<file path="config.mk">
export PLATFORM = sky130hd
export DESIGN_NAME = incr_set_unit
export DESIGN_NICKNAME = d
export VERILOG_FILES = /design/src/logic/incr_unit_pkg.sv /design/src/logic/oc_add_if.sv /design/src/logic/ones_comp_adder.sv /design/src/logic/incr_set_unit.sv
export VERILOG_INCLUDE_DIRS = /design/src /design/src/logic
export SDC_FILE = /design/constraint.sdc
export NUM_CORES = 1
export LEC_CHECK = 0
export BUFFER_PORTS_ARGS = -buffer_cell sky130_fd_sc_hd__clkbuf_2
export CAP_MARGIN = 25
export CORE_MARGIN = 3
export CORE_UTILIZATION = 40
export CTS_CLUSTER_SIZE = 12
export DETAILED_ROUTE_END_ITERATION = 10
export PLACE_DENSITY = 0.59
export REMOVE_ABC_BUFFERS = 1
export SLEW_MARGIN = 10
export SYNTH_ARGS = -nofsm -noshare
export SYNTH_HDL_FRONTEND = slang
export SYNTH_SLANG_ARGS = --single-unit
</file>
<file path="constraint.sdc">
create_clock -name ref_clk_i -period 6.9 [get_ports ref_clk_i]
set_input_delay 0 -clock ref_clk_i [delete_from_list [all_inputs] [get_ports ref_clk_i]]
set_output_delay 0 -clock ref_clk_i [all_outputs]
set_load 0.01 [all_outputs]
</file>
<file path="src/logic/incr_unit_params.svh">
`ifndef INCR_UNIT_PARAMS_SVH
`define INCR_UNIT_PARAMS_SVH

// ==========================================================================
// Widths
// ==========================================================================
`define HALF_W 18
`define WORD_W 60
`define EXT_W 42
`define REG_CNT 8

// ==========================================================================
// Opcode groups and designator encodings
// ==========================================================================
`define OP_FIRST 6'h2c
`define GRP_SET_ADDR 3'h5
`define GRP_SET_INCR 3'h6
`define GRP_SET_OPND 3'h7
`define SEL_IMM_LAST 3'h2
`define SEL_X_LAST 3'h3
`define SEL_A_SUB 3'h5
`define SEL_B_SUB 3'h7
`define DES_NONE 3'h0
`define DES_WRITE_MIN 3'h6

// ==========================================================================
// Reset values
// ==========================================================================
`define HALF_RST 18'h00000
`define WORD_RST 60'h000000000000000

`endif

</file>
<file path="src/logic/incr_unit_pkg.sv">
package incr_unit_pkg;

  typedef logic [17:0] half_t;
  typedef logic [59:0] word_t;
  typedef logic [2:0] reg_idx_t;
  typedef logic [5:0] opcode_t;

  typedef enum logic [1:0] {
    SRC_ADDR,
    SRC_INCR,
    SRC_OPND
  } src_t;

  typedef enum logic [1:0] {
    DST_ADDR,
    DST_INCR,
    DST_OPND
  } dest_t;

endpackage

</file>
<file path="src/logic/oc_add_if.sv">
interface oc_add_if;
  import incr_unit_pkg::*;

  half_t op_j;
  half_t op_k;
  logic sub;
  half_t sum;

  modport user (output op_j, output op_k, output sub, input sum);
  modport adder (input op_j, input op_k, input sub, output sum);
endinterface

</file>
<file path="src/logic/ones_comp_adder.sv">
`include "incr_unit_params.svh"

module ones_comp_adder (
  oc_add_if.adder bus
);
  import incr_unit_pkg::*;

  // ==========================================================================
  // Ones-complement add with end-around carry
  // ==========================================================================
  wire half_t k_term;
  wire logic [`HALF_W:0] raw_sum;

  assign k_term = bus.sub ? ~bus.op_k : bus.op_k;
  assign raw_sum = {1'b0, bus.op_j} + {1'b0, k_term};
  // The carry out is fed back into bit zero; this add cannot carry again.
  assign bus.sum = raw_sum[`HALF_W-1:0] + {{(`HALF_W-1){1'b0}}, raw_sum[`HALF_W]};

endmodule

</file>
<file path="src/logic/incr_set_unit.sv">
`include "incr_unit_params.svh"

module incr_set_unit (
  input wire logic ref_clk_i,
  input wire logic srst_i,
  input wire logic instr_valid_i,
  input wire incr_unit_pkg::opcode_t opcode_i,
  input wire incr_unit_pkg::reg_idx_t dest_sel_i,
  input wire incr_unit_pkg::reg_idx_t j_sel_i,
  input wire incr_unit_pkg::reg_idx_t k_sel_i,
  input wire incr_unit_pkg::half_t imm_i,
  input wire logic mem_rvalid_i,
  input wire incr_unit_pkg::word_t mem_rdata_i,
  output logic retire_o,
  output incr_unit_pkg::dest_t retire_dest_o,
  output incr_unit_pkg::reg_idx_t retire_idx_o,
  output incr_unit_pkg::word_t result_o,
  output logic mem_req_o,
  output logic mem_write_o,
  output incr_unit_pkg::half_t mem_addr_o,
  output incr_unit_pkg::word_t mem_wdata_o
);
  import incr_unit_pkg::*;

  // ==========================================================================
  // Register files
  // ==========================================================================
  half_t addr_rf_ff [`REG_CNT];
  half_t incr_rf_ff [`REG_CNT];
  word_t opnd_rf_ff [`REG_CNT];
  reg_idx_t rd_dst_ff;

  // ==========================================================================
  // Decode
  // ==========================================================================
  wire logic [2:0] grp;
  wire logic [2:0] sel;
  wire logic legal;
  wire logic use_imm;
  wire logic do_sub;
  wire src_t j_src;
  wire dest_t dest;
  wire half_t j_val;
  wire half_t k_val;
  wire word_t opnd_i_val;
  wire word_t ext_sum;
  wire logic ref_start;
  wire logic ref_write;

  assign grp = opcode_i[5:3];
  assign sel = opcode_i[2:0];
  assign legal = instr_valid_i && (opcode_i >= `OP_FIRST);
  assign use_imm = (grp != `GRP_SET_ADDR) && (sel <= `SEL_IMM_LAST);
  assign do_sub = (sel == `SEL_A_SUB) || (sel == `SEL_B_SUB);
  assign j_src = (sel == 3'h0 || sel == 3'h4 || sel == 3'h5) ? SRC_ADDR :
                 (sel == 3'h1 || sel == 3'h6 || sel == 3'h7) ? SRC_INCR : SRC_OPND;
  assign dest = (grp == `GRP_SET_ADDR) ? DST_ADDR :
                (grp == `GRP_SET_INCR) ? DST_INCR : DST_OPND;
  assign j_val = (j_src == SRC_ADDR) ? addr_rf_ff[j_sel_i] :
                 (j_src == SRC_INCR) ? incr_rf_ff[j_sel_i] :
                 opnd_rf_ff[j_sel_i][`HALF_W-1:0];
  assign k_val = use_imm ? imm_i : incr_rf_ff[k_sel_i];
  assign opnd_i_val = opnd_rf_ff[dest_sel_i];

  // ==========================================================================
  // Arithmetic
  // ==========================================================================
  oc_add_if add_bus ();

  assign add_bus.op_j = j_val;
  assign add_bus.op_k = k_val;
  assign add_bus.sub = do_sub;

  ones_comp_adder u_adder (
    .bus(add_bus)
  );

  assign ext_sum = {{`EXT_W{add_bus.sum[`HALF_W-1]}}, add_bus.sum};
  assign ref_start = legal && (dest == DST_ADDR) && (dest_sel_i != `DES_NONE);
  assign ref_write = dest_sel_i >= `DES_WRITE_MIN;

  // ==========================================================================
  // Register writes
  // ==========================================================================
  always_ff @(posedge ref_clk_i) begin
    if (srst_i) begin
      for (int n = 0; n < `REG_CNT; n++) begin
        addr_rf_ff[n] <= `HALF_RST;
        incr_rf_ff[n] <= `HALF_RST;
      end
    end else if (legal && dest == DST_ADDR) begin
      addr_rf_ff[dest_sel_i] <= add_bus.sum;
    end else if (legal && dest == DST_INCR) begin
      incr_rf_ff[dest_sel_i] <= add_bus.sum;
    end
  end

  // An instruction result wins over a returning read aimed at the same register.
  always_ff @(posedge ref_clk_i) begin
    if (srst_i) begin
      for (int n = 0; n < `REG_CNT; n++) begin
        opnd_rf_ff[n] <= `WORD_RST;
      end
    end else begin
      if (mem_rvalid_i) begin
        opnd_rf_ff[rd_dst_ff] <= mem_rdata_i;
      end
      if (legal && dest == DST_OPND) begin
        opnd_rf_ff[dest_sel_i] <= ext_sum;
      end
    end
  end

  // ==========================================================================
  // Retire report and main store reference
  // ==========================================================================
  always_ff @(posedge ref_clk_i) begin
    if (srst_i) begin
      retire_o <= 1'b0;
      retire_dest_o <= DST_ADDR;
      retire_idx_o <= 3'h0;
      result_o <= `WORD_RST;
    end else begin
      retire_o <= legal;
      retire_dest_o <= dest;
      retire_idx_o <= dest_sel_i;
      result_o <= (dest == DST_OPND) ? ext_sum : {{`EXT_W{1'b0}}, add_bus.sum};
    end
  end

  always_ff @(posedge ref_clk_i) begin
    if (srst_i) begin
      mem_req_o <= 1'b0;
      mem_write_o <= 1'b0;
      mem_addr_o <= `HALF_RST;
      mem_wdata_o <= `WORD_RST;
      rd_dst_ff <= 3'h0;
    end else begin
      mem_req_o <= ref_start;
      mem_write_o <= ref_start && ref_write;
      if (ref_start) begin
        mem_addr_o <= add_bus.sum;
        mem_wdata_o <= opnd_i_val;
      end
      if (ref_start && !ref_write) begin
        rd_dst_ff <= dest_sel_i;
      end
    end
  end

  // ==========================================================================
  // Checks
  // ==========================================================================
  function automatic half_t oc_ref(input half_t a, input half_t b);
    logic [18:0] t;
    t = {1'b0, a} + {1'b0, b};
    return t[17:0] + {17'h0, t[18]};
  endfunction
endmodule

</file>
==> flow_summary.ini <==
[timing]
finalSetupTns_ps = 0
holdWs_ps = 145
relSlewSlack_pct = 26.2
fin_skew_ps = 62.0
drv_slew = 0
setup_slack_ps = 691
rsz0062_at_grt = false
hold_violations = 0
tightest_slew_ps = 1110
fmaxAchievable_ghz = 0.161
fin_crit_sh_pct = 90.0
min_period_ps = 6210
setup_violations = 0

[critical_path]
path_cells = mux4_2, mux4_2, nor2_1, a21oi_1, ha_1, fa_1, a21o_1, a211o_1, a211oi_1, o31ai_1, a21o_1, a21o_1, ha_1, and3_1, nand3_1, buf_4, nor2_1, nand4b_4, mux2i_4, buf_12, nand2_1
reg2reg_depth = 21
cp_max_fo = 35
critical_path.startpoint_type = register
end_kind = register
worst_path_largest_cell_delay_ps = 520
path_class = register to register
cp_slowest_cell = mux4_2
crit_top_cell = a21o_1
cp.required_ps = 7290
worstPathArrival_ps = 6600

[die]
rows = 117
dieArea_um2 = 107000
initial_core_util_pct = 40.5
pin_count = 243
die_w_um = 328
core_area_um2 = 102000
die_h_um = 328

[placement]
dpl.hpwl_um = 85100
portBuffers = 242
place_ws_ps = 587
place_area_um2 = 44100
gp_congestion = 0.877

[drt]
firstDrtPassIters = 5
totalWireLength_um = 144000
vias = 30900
avgRoutedWirePerCell_um = 27.8
drt_iter0_drc = 4283
post-route-drc-count = 0
ant_nets = 0
vias_per_cell = 5.97

[clock_tree]
worstSkewPairLatency_ps = 670
clock_path_buffers = 3
cts_root_buf = clkbuf_16
cts.clk_slew.worst_paths_ps = 60
cts_buffers = 93
htreeDepth = 3
cts_tree = done
cts.sinks = 853

[global_routing]
grt_pass1_vias = 29600
overflow = 0
antenna_found_initial = 11
grt_max_degree = 85
grtUsageTotal_pct = 26.3
grt_pass1_wl_um = 208000

[synth]
synth-compound-area-share_pct = 10.3
synthAdderAreaFrac_pct = 0.684
synthMuxAreaShare_pct = 11.4
postSynthAreaPerCell_um2 = 11.5
synth_flop_cell = edfxtp_1
yosysWarnings = 0
synthDistinctLibCells = 59
synth_edf_count = 745
yosysSeqAreaShare_pct = 59.3
synth-simple-area-share_pct = 13.0
synth-seq-cells = 853
synth_xor_area_share_pct = 0.907
syn_area_um2 = 41400
synth_top_family_by_area = simple AND/OR/NAND/NOR gates
ys_async_sr_fraction_pct = 0
synthCells = 3590

[cells_and_area]
fin_util_pct = 46.9
layout.nets = 3846
final_cell_mix = 745 x edfxtp_1, 593 x nand2_1, 450 x nor2_1
drive_above_1_share_pct = 20.4
layout_commonest_cell = edfxtp_1
area_growth_pct = 16.0
fin_area_um2 = 48000

[worst_hold_path]
hold-path-cell-count = 5
min_path_type = primary input to register

[outcome]
status = completed

[power]
p_per_area_nw_per_um2 = 284
peakVddDrop_v = 0.000245
leakagePower_nw = 18.5

[job]
maxCapViolations = 0
## through the flow
| stage | power [mW] | std cells |
|---|---|---|
| 3_3_place_gp | 8.63 | 4923 |
| 6_report | 13.6 | 5179 |
| 4_1_cts | 13.6 | 5171 |
| 5_1_grt | 14.0 | 5176 |
| 3_5_place_dp | 8.65 | 4925 |
| 2_1_floorplan | 7.21 | 3175 |
## kinds of logic after synthesis
kind of cell,Yosys count
AO/OA/AOI/OAI,675
XOR/XNOR,42
adder cells (fa/ha/maj),22
buffers and inverters,425
flip-flops,853
multiplexers,258
AND/OR/NAND/NOR,1315
## layer usage
metal  vias up  GRT usage (%)  routed length, µm
met5         -              0                 34
met4         6           9.14               4920
met3       275           5.02              15400
met2      1889           41.6              67000
met1     15300           36.5              56700
li1      13400              -                  -
## where the power goes
group | internal (mW) | total [mW] | switching, mW | leakage (nW)
Sequential | 5.82 | 5.91 | 0.0851 | 8.59
Clock | 2.90 | 5.00 | 2.10 | 1.51
Combinational | 0.783 | 2.71 | 1.93 | 8.38
## final timing paths
check / start / to / slack [ps]
min: mem_rvalid_i / opnd_rf_ff[7][2] / 140
min reg2reg: mem_addr_o[1] / mem_addr_o[1] / 460
max: opnd_rf_ff[0][0] / opnd_rf_ff[3][28] / 690
max reg2reg: opnd_rf_ff[0][0] / opnd_rf_ff[3][28] / 690
## synthesized netlist by cell type, types with 10 or more instances
cell type / n / area share [%]
a211oi_1: 30 / 0.54
nand2b_1: 32 / 0.48
nor3_1: 19 / 0.23
nand3_1: 145 / 1.8
mux4_2: 167 / 9.1
ha_1: 21 / 0.64
xor2_1: 12 / 0.25
mux2i_1: 66 / 1.6
mux2_2: 25 / 0.68
buf_2: 27 / 0.33
a21o_1: 10 / 0.18
a221o_1: 10 / 0.24
edfxtp_1: 745 / 54
clkbuf_1: 257 / 2.3
buf_1: 83 / 0.75
o21ai_0: 289 / 3.5
nor2_1: 459 / 4.2
a311oi_1: 22 / 0.47
nand2_1: 604 / 5.5
o21ai_1: 14 / 0.17
a22oi_1: 49 / 0.89
nand4_1: 11 / 0.17
a221oi_1: 66 / 1.4
a22o_1: 51 / 1.1
buf_4: 44 / 0.80
dfxtp_1: 108 / 5.2
and2_1: 15 / 0.23
a21oi_1: 101 / 1.2
xnor2_1: 29 / 0.61
inv_1: 10 / 0.091
## flip-flops by register name (all words and copies together), names as in the netlist, 3 cells and up
| signal | cells |
|---|---|
| opnd_rf_ff | 457 |
| result_o | 19 |
| addr_rf_ff | 144 |
| rd_dst_ff | 3 |
| retire_idx_o | 3 |
| mem_wdata_o | 60 |
| incr_rf_ff | 144 |
| mem_addr_o | 18 |
## cell type report
type / instances / area, µm²
diodes: 4 / 10.0
clock buffers: 141 / 2740
clock inverters: 34 / 328
fillers: 9271 / 54200
inverters: 10 / 37.5
multi-input cells: 2312 / 15400
flip-flops and latches: 853 / 24500
well taps: 1368 / 1710
repair buffers: 457 / 3260
## what timing repair did
| item | CTS | global route |
|---|---|---|
| buffers inserted | 0 | 0 |
| setup endpoints to repair | 0 | 0 |
| resized for setup | 0 | 0 |
| hold buffers | 71 | 0 |
| hold endpoints to repair | 474 | 0 |
## critical path, delay by kind of cell (launching register included)
family / cells / cell delay (ps)
AND/OR/NAND/NOR: 6 / 910
AO/OA/AOI/OAI: 7 / 1700
flip-flops: 1 / 410
adder cells (fa/ha/maj): 3 / 910
multiplexers: 3 / 1510
buffers and inverters: 2 / 440
No activity file was read; power rests on OpenSTA's default activity.
